## config.mk

```make
export PLATFORM = sky130hd
export DESIGN_NAME = adhp_host_port
export DESIGN_NICKNAME = d
export VERILOG_FILES = /design/src/adhp_pkg.sv /design/src/adhp_sync.sv /design/src/adhp_host_port.sv
export SDC_FILE = /design/constraint.sdc
export NUM_CORES = 1
export LEC_CHECK = 0
export BUFFER_PORTS_ARGS = -buffer_cell sky130_fd_sc_hd__clkbuf_2
export CAP_MARGIN = 20
export CORE_ASPECT_RATIO = 1.25
export CORE_MARGIN = 2
export CORE_UTILIZATION = 45
export CTS_BUF_LIST = sky130_fd_sc_hd__clkbuf_8
export DETAILED_ROUTE_END_ITERATION = 12
export HOLD_SLACK_MARGIN = 0.15
export PLACE_DENSITY = 0.79
export SLEW_MARGIN = 20
export SYNTH_ARGS = -nofsm -noshare
export SYNTH_HDL_FRONTEND = slang
export SYNTH_HIERARCHICAL = 1
export SYNTH_SLANG_ARGS = --single-unit
```

## constraint.sdc

```tcl
create_clock -name clk -period 2.5 [get_ports clk]
set_input_delay 0.125 -clock clk [delete_from_list [all_inputs] [get_ports clk]]
set_output_delay 0.125 -clock clk [all_outputs]
set_load 0.005 [all_outputs]
```

## src/adhp_pkg.sv

```systemverilog
package adhp_pkg;
  localparam int RESULT_W = 12;
  localparam int CFG_W = 8;
  // Configuration byte field positions.
  localparam int PWR_HI_BIT = 7;
  localparam int PWR_LO_BIT = 6;
  localparam int ACQ_MODE_BIT = 5;
  localparam logic [1:0] PWR_FULL_DOWN = 2'h0;
  localparam logic [1:0] PWR_STANDBY = 2'h1;
  localparam logic [1:0] PWR_RUN_INT_CLK = 2'h2;
  localparam logic [1:0] PWR_RUN_EXT_CLK = 2'h3;
  localparam logic [7:0] CFG_RESET = 8'h80;
  // Internal conversion clock divider, acquisition length and conversion length.
  localparam logic [3:0] INT_CLK_DIV = 4'h4;
  localparam logic [3:0] ACQ_TICKS = 4'h6;
  localparam logic [3:0] CONV_TICKS = 4'hd;
  typedef enum logic [3:0] {
    ST_IDLE = 4'h1,
    ST_ACQ = 4'h2,
    ST_CONV = 4'h4,
    ST_DONE = 4'h8
  } adhp_state_t;
endpackage : adhp_pkg

```

## src/adhp_sync.sv

```systemverilog
module adhp_sync (
  // Clock and reset
  input wire logic clk,
  input wire logic arst_n,
  // Asynchronous level in, synchronised level out
  input wire logic async_in,
  output logic sync_out
);
  logic stage1;
  always_ff @(posedge clk or negedge arst_n)
  begin
    if (!arst_n)
    begin
      stage1 <= 1'b1;
      sync_out <= 1'b1;
    end
    else
    begin
      stage1 <= async_in;
      sync_out <= stage1;
    end
  end
endmodule : adhp_sync

```

## src/adhp_host_port.sv

```systemverilog
// Behaviour
// - With chip select low, a falling read strobe starts driving the result onto the bus.
// - In internal acquisition mode a rising write strobe latches the byte and, when the byte selects a run mode, runs acquire then convert.
// - In external acquisition mode a second rising write strobe ends acquisition and starts conversion.
// - With chip select high the done output and all result lines are high impedance.
// - Only the low eight data lines accept the configuration byte; the upper lines only drive.
// - Done goes low when a conversion finishes and the result is ready.
// - Power bits decode 00 power-down, 01 standby, 10 run internal clock, 11 run external clock.
// - The acquisition bit selects internal acquisition at 0 and external at 1.
module adhp_host_port
  import adhp_pkg::*;
(
  // Clock and reset
  input wire logic clk,
  input wire logic arst_n,
  // Host strobes, asynchronous
  input wire logic cs_n,
  input wire logic rd_n,
  input wire logic wr_n,
  input wire logic conv_clk_pin,
  // Data bus, output enables low while driving
  input wire logic [adhp_pkg::CFG_W-1:0] cfg_in,
  output logic [adhp_pkg::RESULT_W-1:0] result_bus,
  output logic [adhp_pkg::RESULT_W-1:0] result_bus_oe_n,
  output logic done_n,
  output logic done_n_oe_n,
  // Converter core side
  input wire logic [adhp_pkg::RESULT_W-1:0] sample_value,
  output logic acquiring,
  output logic converting,
  output logic [adhp_pkg::CFG_W-1:0] config_byte,
  output logic power_down,
  output logic standby
);
  import adhp_pkg::*;

  logic cs_s, rd_s, wr_s, clk_s;
  logic rd_q, wr_q, clk_q;
  adhp_state_t state, next_state;
  logic [3:0] tick_cnt, next_tick_cnt;
  logic [3:0] div_cnt, next_div_cnt;
  logic [CFG_W-1:0] next_config_byte;
  logic [CFG_W-1:0] cfg_s, cfg_hold, next_cfg_hold;
  logic [RESULT_W-1:0] result_q, next_result_q;
  logic next_done_n, next_acquiring, next_converting, next_power_down, next_standby;
  logic next_drive, drive;
  logic rd_fall, wr_rise, tick, ext_clk, ext_acq, int_tick;

  adhp_sync u_cs (.clk(clk), .arst_n(arst_n), .async_in(cs_n), .sync_out(cs_s));
  adhp_sync u_rd (.clk(clk), .arst_n(arst_n), .async_in(rd_n), .sync_out(rd_s));
  adhp_sync u_wr (.clk(clk), .arst_n(arst_n), .async_in(wr_n), .sync_out(wr_s));
  adhp_sync u_ck (.clk(clk), .arst_n(arst_n), .async_in(conv_clk_pin), .sync_out(clk_s));

  // Data lines pass the same two flops as the strobes, so both arrive with equal delay.
  genvar gi;
  generate
    for (gi = 0; gi < CFG_W; gi++)
    begin : g_cfg_sync
      adhp_sync u_cfg (.clk(clk), .arst_n(arst_n), .async_in(cfg_in[gi]), .sync_out(cfg_s[gi]));
    end
  endgenerate

  assign rd_fall = !cs_s && rd_q && !rd_s;
  assign wr_rise = !cs_s && !wr_q && wr_s;
  assign ext_clk = config_byte[PWR_HI_BIT] && config_byte[PWR_LO_BIT];
  assign ext_acq = config_byte[ACQ_MODE_BIT];
  assign int_tick = (div_cnt == INT_CLK_DIV - 4'h1);
  // Conversion steps on a falling pin clock in external mode; the pin is ignored otherwise.
  assign tick = ext_clk ? (clk_q && !clk_s) : int_tick;

  always_comb
  begin
    next_state = state;
    next_tick_cnt = tick_cnt;
    next_config_byte = config_byte;
    next_result_q = result_q;
    next_done_n = done_n;
    next_cfg_hold = cfg_hold;
    // The host may drop its data right after the write rise, so capture it while write is low.
    if (!cs_s && !wr_s)
    begin
      next_cfg_hold = cfg_s;
    end
    next_div_cnt = int_tick ? 4'h0 : div_cnt + 4'h1;
    case (state)
      ST_IDLE, ST_DONE:
      begin
        if (wr_rise)
        begin
          // Only the low byte is sampled; upper lines never read the bus.
          next_config_byte = cfg_hold;
          next_tick_cnt = 4'h0;
          if (cfg_hold[PWR_HI_BIT])
          begin
            next_state = ST_ACQ;
            next_done_n = 1'b1;
          end
          else
          begin
            next_state = ST_IDLE;
          end
        end
      end
      ST_ACQ:
      begin
        // External acquisition waits for a second write edge; internal counts ticks.
        if ((ext_acq && wr_rise) || (!ext_acq && tick && tick_cnt == ACQ_TICKS - 4'h1))
        begin
          next_state = ST_CONV;
          next_tick_cnt = 4'h0;
        end
        else if (!ext_acq && tick)
        begin
          next_tick_cnt = tick_cnt + 4'h1;
        end
      end
      ST_CONV:
      begin
        if (tick && tick_cnt == CONV_TICKS - 4'h1)
        begin
          next_state = ST_DONE;
          next_result_q = sample_value;
          next_done_n = 1'b0;
        end
        else if (tick)
        begin
          next_tick_cnt = tick_cnt + 4'h1;
        end
      end
      default:
      begin
        next_state = ST_IDLE;
      end
    endcase
    if (rd_fall && state == ST_DONE)
    begin
      next_done_n = 1'b1;
    end
    next_drive = !cs_s && !rd_s;
    next_acquiring = (next_state == ST_ACQ);
    next_converting = (next_state == ST_CONV);
    next_power_down = (next_config_byte[PWR_HI_BIT:PWR_LO_BIT] == PWR_FULL_DOWN);
    next_standby = (next_config_byte[PWR_HI_BIT:PWR_LO_BIT] == PWR_STANDBY);
  end

  always_ff @(posedge clk or negedge arst_n)
  begin
    if (!arst_n)
    begin
      state <= ST_IDLE;
      tick_cnt <= 4'h0;
      div_cnt <= 4'h0;
      config_byte <= CFG_RESET;
      cfg_hold <= CFG_RESET;
      result_q <= '0;
      done_n <= 1'b1;
      drive <= 1'b0;
      rd_q <= 1'b1;
      wr_q <= 1'b1;
      clk_q <= 1'b1;
      acquiring <= 1'b0;
      converting <= 1'b0;
      power_down <= 1'b0;
      standby <= 1'b0;
      result_bus <= '0;
      result_bus_oe_n <= '1;
      done_n_oe_n <= 1'b1;
    end
    else
    begin
      state <= next_state;
      tick_cnt <= next_tick_cnt;
      div_cnt <= next_div_cnt;
      config_byte <= next_config_byte;
      cfg_hold <= next_cfg_hold;
      result_q <= next_result_q;
      done_n <= next_done_n;
      drive <= next_drive;
      rd_q <= rd_s;
      wr_q <= wr_s;
      clk_q <= clk_s;
      acquiring <= next_acquiring;
      converting <= next_converting;
      power_down <= next_power_down;
      standby <= next_standby;
      result_bus <= next_result_q;
      result_bus_oe_n <= {RESULT_W{!next_drive}};
      done_n_oe_n <= cs_s;
    end
  end

  a_cs_high_float: assert property (@(posedge clk) disable iff (!arst_n)
    cs_s |=> result_bus_oe_n == '1 && done_n_oe_n)
    else $error("outputs driven while deselected");
  a_read_drives: assert property (@(posedge clk) disable iff (!arst_n)
    rd_fall |=> result_bus_oe_n == '0)
    else $error("read did not drive bus");
  a_write_starts: assert property (@(posedge clk) disable iff (!arst_n)
    (state == ST_IDLE && wr_rise && cfg_hold[PWR_HI_BIT]) |=> state == ST_ACQ)
    else $error("write did not start acquisition");
  a_int_acq_end: assert property (@(posedge clk) disable iff (!arst_n)
    (state == ST_ACQ && !ext_acq && tick && tick_cnt == ACQ_TICKS - 4'h1) |=> state == ST_CONV)
    else $error("internal acquisition not ended");
  a_ext_acq_end: assert property (@(posedge clk) disable iff (!arst_n)
    (state == ST_ACQ && ext_acq && wr_rise) |=> state == ST_CONV)
    else $error("external acquisition not ended");
  a_done_low: assert property (@(posedge clk) disable iff (!arst_n)
    (state == ST_CONV && next_state == ST_DONE) |=> !done_n && result_q == $past(sample_value))
    else $error("done not signalled");
  a_done_clear: assert property (@(posedge clk) disable iff (!arst_n)
    (state == ST_DONE && rd_fall && !wr_rise) |=> done_n)
    else $error("done not cleared by read");
  a_cfg_latch: assert property (@(posedge clk) disable iff (!arst_n)
    ((state == ST_IDLE || state == ST_DONE) && wr_rise) |=> config_byte == $past(cfg_hold))
    else $error("config not latched");
  a_power_decode: assert property (@(posedge clk) disable iff (!arst_n)
    ##1 power_down == (config_byte[PWR_HI_BIT:PWR_LO_BIT] == PWR_FULL_DOWN))
    else $error("power decode wrong");
  c_conv_done: cover property (@(posedge clk) state == ST_CONV ##1 state == ST_DONE);
  c_ext_acq: cover property (@(posedge clk) state == ST_ACQ && ext_acq && wr_rise);
  c_read: cover property (@(posedge clk) state == ST_DONE && rd_fall);
  c_int_acq: cover property (@(posedge clk) state == ST_ACQ && !ext_acq ##1 state == ST_CONV);
  c_power_down: cover property (@(posedge clk) power_down && !standby);
endmodule : adhp_host_port

```

# Yosys cells after proc, flatten, opt, wreduce, memory -nomap -nowiden
# Index checks and enable logic that the tools add are counted.
# totals
register_bits	74
latch_bits	0
ram_bits	0
rom_bits	0
input_bits	26
output_inout_bits	38
wordCells	109
mem_count	0
# op_classes
n_addsub	2
n_mul	0
div_mod_pow	0
n_lt_le_gt_ge	0
eq_ne	17
shifts	0
muxes	20
bitwise	0
reduce_logical	29
# op_table
operator	count
$mux W4	9
$pmux W4 S3	2
$mux W8	2
$logic_and A1 B1 Y1	13
$eq A4 B2 Y1 const B	3
$eq A4 B3 Y1 const B	3
$ne A3 B3 Y1 const B	4
$add A4 B1 Y4 const B	2
$eq A4 B4 Y1 const B	2
$logic_not A1 Y1	7
$ne A2 B2 Y1 const B	3
$reduce_bool A3 Y1	2
$mux W1	5
$reduce_and A5 Y1	1
$eq A4 B1 Y1 const B	1
$reduce_and A2 Y1	2
$reduce_and A4 Y1	1
$eq A2 B1 Y1 const B	1
$logic_not A2 Y1	1
$mux W2	1
$pmux W1 S2	1
$reduce_or A2 Y1	1
$logic_or A1 B1 Y1	1

# Depth between registers and ports, before layout
# Gate-level depths: netlist of run 1.
# logic_depth
ltp_word	9
ltp_mapped	7
ltp_nobuf	7

# Cells and area by module
# The synthesis of run 1 kept the hierarchy.
# modules_own_cells
mod	instances	cells_per_inst	area_per_inst_um2	seq_area_each_um2
adhp_host_port	1	195	2324.7	1262.5
adhp_sync	12	2	52.6	52.6

# Least setup slack after synthesis of run 1
# Ideal clock, no wire load.
# synth_timing
path_kind	reg2reg
from	register div_cnt[0]
to	register result_q[7]
setup_ns	0.125
t_arrival_ns	1.733
required_ns	2.375
path_slack_ns	0.642
stages_incl_launch_ff	8
path_buffers	1
synth_period_minus_slack_ns	1.858
cell_sequence	dfrtp_1 ha_1 nor3b_1 a21oi_2 nor2_1 and2_1 buf_4 mux2_2
# synth_via
elab_chain_cells	4
# synth_lines
item	line_no	source
from (decl)	adhp_host_port.sv:41	logic [3:0] div_cnt, next_div_cnt;
from (signal assigned)	adhp_host_port.sv:173	div_cnt <= next_div_cnt;
$eq A4 B2 Y1	adhp_host_port.sv:67	assign int_tick = (div_cnt == INT_CLK_DIV - 4'h1);
$mux W1	adhp_host_port.sv:69	assign tick = ext_clk ? (clk_q && !clk_s) : int_tick;
$logic_and A1 B1 Y1	adhp_host_port.sv:119	if (tick && tick_cnt == CONV_TICKS - 4'h1)
$reduce_and A2 Y1 (no source line)	-	
to (signal assigned)	adhp_host_port.sv:176	result_q <= next_result_q;
to (decl)	adhp_host_port.sv:44	logic [RESULT_W-1:0] result_q, next_result_q;
# No other way between the ends.
# A chain may end at the register's enable or synchronous reset.

# Worst setup path in the final report of run 1
# layout_timing
from	register div_cnt[0]
to	register result_q[0]
# The elaborated chain is that of the path after synthesis.

==> Implementation_results.wiki, run 1 <==
{| class="wikitable"
! Metric !! Value
|-
| Status || completed
|-
| Skew final || 0.00906 ns
|-
| Post-layout nets || 335
|-
| Synthesized area per cell || 13.5 µm²
|-
| Count of final setup violators || 0
|-
| Arrival @ worst endpoint || 2.55 ns
|-
| Placed Instances || 356
|-
| Number of warnings issued by yosys || 6
|-
| Largest net degree at the start of global routing || 27
|-
| Ratio of cells with drive above 1 in the final layout || 0.448
|-
| HP Class || in2async
|-
| Clock tree from TritonCTS || yes
|-
| Post-CTS setup-driven buffer insertion count || 0
|-
| Shortest clock period the worst path allows after layout || 2.32 ns
|-
| Cell area after synthesis || 2960 µm²
|-
| Largest stage delay on the critical path || 0.52 ns
|-
| Routed WL || 5.13 mm
|-
| Clock-pin slew on the worst setup and hold paths || 0.08 ns
|-
| Instance area after placement || 3290 µm²
|-
| Final hold vios || 0
|-
| Routability Congestion || 0.787
|-
| Number of slew-limit violations in the final report || 0
|-
| Area of the placeable core || 6440 µm²
|-
| Slew of the pin with the lowest slew margin || 0.643 ns
|-
| Antenna violations before repair || 0
|-
| Top delay family on crit path || simple AND/OR/NAND/NOR gates
|-
| Routed length per instance || 12.9 µm
|-
| Setup TNS after final layout || 0 ns
|-
| Required time reported for the critical path endpoint || 2.72 ns
|-
| Total number of vias || 1893
|-
| Max_slew headroom || 0.570
|-
| Max capacitance violation total || 0
|-
| Count of placed standard cells in the final layout, fillers left out || 397
|-
| Flop pwr share || 0.528
|-
| Total of fill cells in the finished design || 521
|-
| Count of cell types in the netlist || 47
|-
| Wl on met1 || 2.05 mm
|-
| Most used standard cells in the synthesized netlist || sky130_fd_sc_hd__dfrtp_1, sky130_fd_sc_hd__dfstp_2, sky130_fd_sc_hd__nand2_1
|-
| Number of enable-type register cells in the synthesized netlist || 0
|-
| Launching element type of the critical path || flop
|-
| Number of CTS-inserted buffers || 9
|-
| Worst-skew pair later-pin latency || 0.34 ns
|-
| Number of nets in the synthesized netlist || 249
|-
| HPWL after DPL || 3.46 mm
|-
| Max clock buf depth || 2
|-
| Sw power || 0.604 mW
|-
| DRC viols || 0
|-
| Proportion of synthesized flip-flops having asynchronous set or reset || 1.00
|-
| Share of the synthesized area in the top cell type || 0.347
|-
| Number of global-route vias before repair || 1828
|-
| Overall routing resource usage || 0.150
|-
| Worst-path fanout max || 12
|-
| Period utilisation layout || 0.929
|-
| Top cell type by total area after synthesis || sky130_fd_sc_hd__dfrtp_1
|-
| Global-route wire length before repair || 8.34 mm
|-
| TritonCTS Sinks || 74
|-
| RSZ-0062 raised after global routing || no
|-
| Worst IR drop on VDD || 0.000499 V
|-
| Area of all placed cells without fillers || 3750 µm²
|-
| Synthesized flop and latch total || 74
|-
| Horizontal extent of the die || 76.5 µm
|-
| Maximum clock rate || 430 MHz
|-
| Standby leakage power || 1.79 nW
|-
| Switching share of power || 0.232
|-
| Met2 wire length || 2.85 mm
|-
| Cells along the critical path || ha_1, nor3b_1, a21oi_2, nor2_1, and2_1, mux2_2
|-
| Final cell utilization of the core || 0.583
|-
| # resized after CTS || 0
|-
| Synth-to-Final Area Change || 27.0%
|-
| Sequential area share after synthesis || 0.641
|-
| Overflow after GRT || 0
|-
| Inserted Diodes || 0
|-
| Die area || 7240 µm²
|-
| Count of input and output buffers || 63
|-
| Synthesized instance count || 219
|-
| Internal || 2.00 mW
|-
| Slowest stage cell on the critical path || sky130_fd_sc_hd__and2_1
|-
| Die span in y || 94.6 µm
|-
| Io pins || 64
|-
| Starting utilization of the core area || 0.459
|-
| Worst Path Buf+Inv || 0
|-
| Iteration-0 DRC Markers || 141
|-
| Cell Pwr Density || 695 nW/µm²
|-
| First-pass iteration count of the detailed router || 4
|-
| Clock tree root driver cell || sky130_fd_sc_hd__clkbuf_8
|-
| Clk network pwr share || 0.380
|-
| Top layer reached by signal wires || met4
|-
| Dominant synthesized flop cell || sky130_fd_sc_hd__dfrtp_1
|-
| Max H-tree Level || 3
|-
| Row cnt || 33
|-
| Sum of internal, switching and leakage power || 2.61 mW
|-
| Worst setup EP type || flop
|-
| Number of routed nets with antenna violations || 0
|-
| Worst Setup Path Type || reg2reg
|-
| Combinational fraction of design power || 0.092
|-
| Library cell with the highest instance count after synthesis || sky130_fd_sc_hd__dfrtp_1
|-
| Via density per instance || 4.77
|-
| Leading post-synthesis cells by cell area || sky130_fd_sc_hd__dfrtp_1, sky130_fd_sc_hd__dfstp_2, sky130_fd_sc_hd__mux2_2, sky130_fd_sc_hd__mux2_1, sky130_fd_sc_hd__buf_4
|-
| Metal3 WL || 193 µm
|}
-- per-stage QoR --
step	setup slack, ns	hold WS [ns]
final	0.177	0.289
after global routing	0.0810	0.324
after CTS	0.159	0.286
after detailed placement	0.171	0.133
after global placement	0.377	0.126
after floorplan	0.642	-0.171
-- power by group through the flow --
stage | registers (mW) | clock network, mW | logic, mW
5_1_grt | 1.39 | 1.08 | 0.268
3_3_place_gp | 1.39 | 0 | 0.207
2_1_floorplan | 1.38 | 0 | 0.109
3_5_place_dp | 1.40 | 0 | 0.213
6_report | 1.38 | 0.991 | 0.239
4_1_cts | 1.38 | 1.02 | 0.244
-- sequential cells by signal, summed over array words and instances, names as in the netlist, 4 cells and up --
register                   flops
cfg_hold                       8
result_q                      12
div_cnt                        4
config_byte                    8
g_cfg_sync.u_cfg/stage1        8
tick_cnt                       4
g_cfg_sync.u_cfg/sync_out      8
state                          4
-- logic make-up after synthesis --
kind of cell,synth area share
flops,0.641
simple gates,0.111
compound gates,0.0906
buf+inv,0.0521
mux,0.0834
fa+ha+maj,0.0169
xor+xnor,0.00593
-- placed cells by master (no fill, tap or decap), types with 7 or more instances in the layout --
master / n
sky130_fd_sc_hd__mux2_2: 12
sky130_fd_sc_hd__dfstp_2: 33
sky130_fd_sc_hd__dlygate4sd3_1: 25
sky130_fd_sc_hd__inv_1: 9
sky130_fd_sc_hd__o21ai_0: 7
sky130_fd_sc_hd__dfrtp_1: 41
sky130_fd_sc_hd__nand2_1: 24
sky130_fd_sc_hd__clkbuf_2: 62
sky130_fd_sc_hd__mux2_1: 9
sky130_fd_sc_hd__clkbuf_8: 9
sky130_fd_sc_hd__nor2_1: 10
-- layer usage --
layer / up-vias / track usage
met5: - / 0
met3: 4 / 0.0507
met4: 0 / 0.0636
li1: 911 / -
met2: 42 / 0.268
met1: 936 / 0.165
-- worst register-to-register path, stage by stage (launching register included) --
cell and delay [ns]:
sky130_fd_sc_hd__dfrtp_1 0.38, sky130_fd_sc_hd__ha_1 0.20, sky130_fd_sc_hd__nor3b_1 0.34, sky130_fd_sc_hd__a21oi_2 0.17, sky130_fd_sc_hd__nor2_1 0.19, sky130_fd_sc_hd__and2_1 0.52, sky130_fd_sc_hd__mux2_2 0.41
-- final cells by class --
cell class | instances | area (µm²) | share of cell area
clock buffers | 9 | 124 | 0.0330
well taps | 87 | 109 | 0.0290
inverters | 8 | 30.0 | 0.00800
clock inverters | 7 | 93.8 | 0.0250
flip-flops and latches | 74 | 1890 | 0.504
repair buffers | 92 | 596 | 0.159
multi-input cells | 120 | 908 | 0.242
-- worst paths after layout --
kind                       slack, ns                      end                   from  cells after the start
setup reg to reg                0.18  result_q[0]$_DFFE_PN0P_   div_cnt[0]$_DFF_PN0_                      6
setup / recovery                0.18  result_q[0]$_DFFE_PN0P_   div_cnt[0]$_DFF_PN0_                      6
hold reg to reg                 0.35  u_wr/sync_out$_DFF_PN1_  u_wr/stage1$_DFF_PN1_                      0
min in group clk                0.35  u_wr/sync_out$_DFF_PN1_  u_wr/stage1$_DFF_PN1_                      0
max in group asynchronous       1.45       state[0]$_DFF_PN1_                 arst_n                      3
hold / removal                  0.29  result_q[8]$_DFFE_PN0P_                 arst_n                      2
-- what timing repair did --
action                     in CTS  in global routing
setup endpoints to repair       0                  0
hold buffers                   25                  0
hold endpoints to repair       48                  0
Note: power is estimated with default switching activity, not from simulation.
==> inputs of run 2 (changes only) <==
--- a/config.mk
+++ b/config.mk
@@ -9,5 +9,7 @@
 export CAP_MARGIN = 20
+export CELL_PAD_IN_SITES_DETAIL_PLACEMENT = 1
+export CELL_PAD_IN_SITES_GLOBAL_PLACEMENT = 2
 export CORE_ASPECT_RATIO = 1.25
 export CORE_MARGIN = 2
-export CORE_UTILIZATION = 45
+export CORE_UTILIZATION = 38
 export CTS_BUF_LIST = sky130_fd_sc_hd__clkbuf_8
@@ -15,3 +17,3 @@
 export HOLD_SLACK_MARGIN = 0.15
-export PLACE_DENSITY = 0.79
+export PLACE_DENSITY = 0.86
 export SLEW_MARGIN = 20
==> constraint.sdc (replaced) <==
create_clock -name clk -period 2.5 [get_ports clk]
set_input_delay 0.5 -clock clk [delete_from_list [all_inputs] [get_ports clk]]
set_output_delay 0.5 -clock clk [all_outputs]
set_load 0.005 [all_outputs]
==> run 2 against run 1 <==
  * Utilization shrank 11 points
  * Worst hold slack lost 0.13 ns
  * Clock-buffer cell count is the same
  * Highest routed layer unchanged
  * Global-route usage shrank 1.1 points
  * Cell count shrank 4.8%
  * Sequential share of layout area grew 2.9 points
  * Sequential cell count is the same
==> Implementation_results.wiki, run 2 (synthesis gave the netlist of run 1 again) <==
{| class="wikitable"
! Metric !! Value
|-
| Number of routed nets with antenna violations || 0
|-
| Number of global-route vias before repair || 1930
|-
| Post-layout nets || 311
|-
| Placed Instances || 362
|-
| Post-CTS setup-driven buffer insertion count || 0
|-
| Ratio of cells with drive above 1 in the final layout || 0.486
|-
| Overflow after GRT || 0
|-
| Setup WS pre-CTS || 0.443 ns
|-
| Required time reported for the critical path endpoint || 2.73 ns
|-
| Total number of vias || 1844
|-
| Area of the placeable core || 7440 µm²
|-
| Worst Path Buf+Inv || 1
|-
| Combinational fraction of design power || 0.080
|-
| Row cnt || 35
|-
| Standby leakage power || 1.71 nW
|-
| First-pass iteration count of the detailed router || 4
|-
| Largest stage delay on the critical path || 0.37 ns
|-
| Status || completed
|-
| Leading cell types in the layout, fill and taps excluded || sky130_fd_sc_hd__clkbuf_2, sky130_fd_sc_hd__dfrtp_1, sky130_fd_sc_hd__dfstp_2
|-
| Period utilisation layout || 0.838
|-
| Routability Congestion || 0.778
|-
| Max FFs per register || 12
|-
| Iteration-0 DRC Markers || 64
|-
| Maximum clock rate || 477 MHz
|-
| TritonCTS Sinks || 74
|-
| Instance area after placement || 3310 µm²
|-
| HP Class || in2async
|-
| Final cell utilization of the core || 0.476
|-
| Sw power || 0.595 mW
|-
| Worst-skew pair later-pin latency || 0.34 ns
|-
| Skew final || 0.0138 ns
|-
| Count of placed standard cells in the final layout, fillers left out || 378
|-
| Cells along the critical path || ha_1, nor3b_1, a21oi_2, nor2_1, and2_1, buf_4, mux2_2
|-
| Die area || 8500 µm²
|-
| Setup TNS after final layout || 0 ns
|-
| Clock-pin slew on the worst setup and hold paths || 0.08 ns
|-
| Worst Setup Path Type || reg2reg
|-
| Clock tree root driver cell || sky130_fd_sc_hd__clkbuf_8
|-
| Flop pwr share || 0.516
|-
| Worst setup EP type || flop
|-
| Switching share of power || 0.223
|-
| Antenna violations before repair || 0
|-
| Max clock buf depth || 2
|-
| Synth-to-Final Area Change || 20.0%
|-
| Launching element type of the critical path || flop
|-
| Final hold vios || 0
|-
| Clk network pwr share || 0.404
|-
| DRC viols || 0
|-
| Cell Pwr Density || 753 nW/µm²
|-
| Largest register by flop count || result_q
|-
| Arrival @ worst endpoint || 2.33 ns
|-
| Max_slew headroom || 0.527
|-
| Internal || 2.08 mW
|-
| Horizontal extent of the die || 82.9 µm
|-
| Slew of the pin with the lowest slew margin || 0.707 ns
|-
| HPWL after DPL || 3.94 mm
|-
| Clock tree from TritonCTS || yes
|-
| Count of final setup violators || 0
|-
| Starting utilization of the core area || 0.397
|-
| Worst Hold Slack || 0.157 ns
|-
| Routed WL || 5.58 mm
|-
| # resized after CTS || 0
|-
| Max H-tree Level || 3
|-
| Worst-path fanout max || 12
|-
| Max capacitance violation total || 0
|-
| Routed length per instance || 14.7 µm
|-
| Top delay family on crit path || simple AND/OR/NAND/NOR gates
|-
| Sum of internal, switching and leakage power || 2.67 mW
|-
| CTS Hold Buffers Added || 0
|-
| Worst IR drop on VDD || 0.000458 V
|-
| Die span in y || 103 µm
|-
| Shortest clock period the worst path allows after layout || 2.10 ns
|-
| Area of all placed cells without fillers || 3550 µm²
|-
| Number of slew-limit violations in the final report || 0
|-
| Via density per instance || 4.88
|-
| Commonest non-fill, non-tap cell in the layout || sky130_fd_sc_hd__clkbuf_2
|-
| Number of CTS-inserted buffers || 9
|-
| Largest net degree at the start of global routing || 75
|-
| Io pins || 64
|-
| Inserted Diodes || 0
|-
| Global-route wire length before repair || 9.34 mm
|-
| Count of input and output buffers || 63
|-
| RSZ-0062 raised after global routing || no
|-
| Overall routing resource usage || 0.139
|-
| Slowest stage cell on the critical path || sky130_fd_sc_hd__dfrtp_1
|-
| Setup slack of the critical path after layout || 0.405 ns
|}
==> run 2: cell count changes in the layout (fill, tap and decap cells not counted) <==
cell	change
sky130_fd_sc_hd__bufinv_16	+1
sky130_fd_sc_hd__clkinvlp_4	-1
sky130_fd_sc_hd__buf_12	+1
sky130_fd_sc_hd__inv_1	+1
sky130_fd_sc_hd__inv_6	-1
sky130_fd_sc_hd__dlygate4sd3_1	-25
==> run 2: cell type report <==
class	count	area, µm²
clock buffers	9	124
clock inverters	7	111
fillers	803	3900
inverters	8	30.0
multi-input cells	120	908
flip-flops and latches	74	1890
well taps	92	115
repair buffers	68	365
==> run 2: path summary, 6_finish.rpt <==
| path | startpoint | end | slack, ns | cells after the start |
|---|---|---|---|---|
| min in group clk | cfg_in[0] | g_cfg_sync[0].u_cfg/stage1$_DFF_PN1_ | 0.23 | 1 |
| hold reg to reg | u_wr/stage1$_DFF_PN1_ | u_wr/sync_out$_DFF_PN1_ | 0.36 | 0 |
| hold / removal | arst_n | result_q[7]$_DFFE_PN0P_ | 0.16 | 2 |
| setup / recovery | div_cnt[0]$_DFF_PN0_ | result_q[7]$_DFFE_PN0P_ | 0.40 | 7 |
| setup reg to reg | div_cnt[0]$_DFF_PN0_ | result_q[7]$_DFFE_PN0P_ | 0.40 | 7 |
| max in group asynchronous | arst_n | g_cfg_sync[5].u_cfg/sync_out$_DFF_PN1_ | 1.97 | 2 |
==> run 2: layer usage <==
metal,wire length [µm],vias up,global-route usage
li1,-,869,-
met1,2330,932,0.170
met2,3010,35,0.236
met3,158,8,0.0352
met4,72,0,0.0605
met5,0,-,0
==> run 2: power by group through the flow <==
stage | clock (mW) | combinational, mW | sequential, mW
floorplan | 0 | 0.109 | 1.38
global placement | 0 | 0.216 | 1.40
detailed placement | 0 | 0.221 | 1.40
CTS | 1.11 | 0.222 | 1.38
global route | 1.17 | 0.242 | 1.39
finish | 1.08 | 0.214 | 1.38
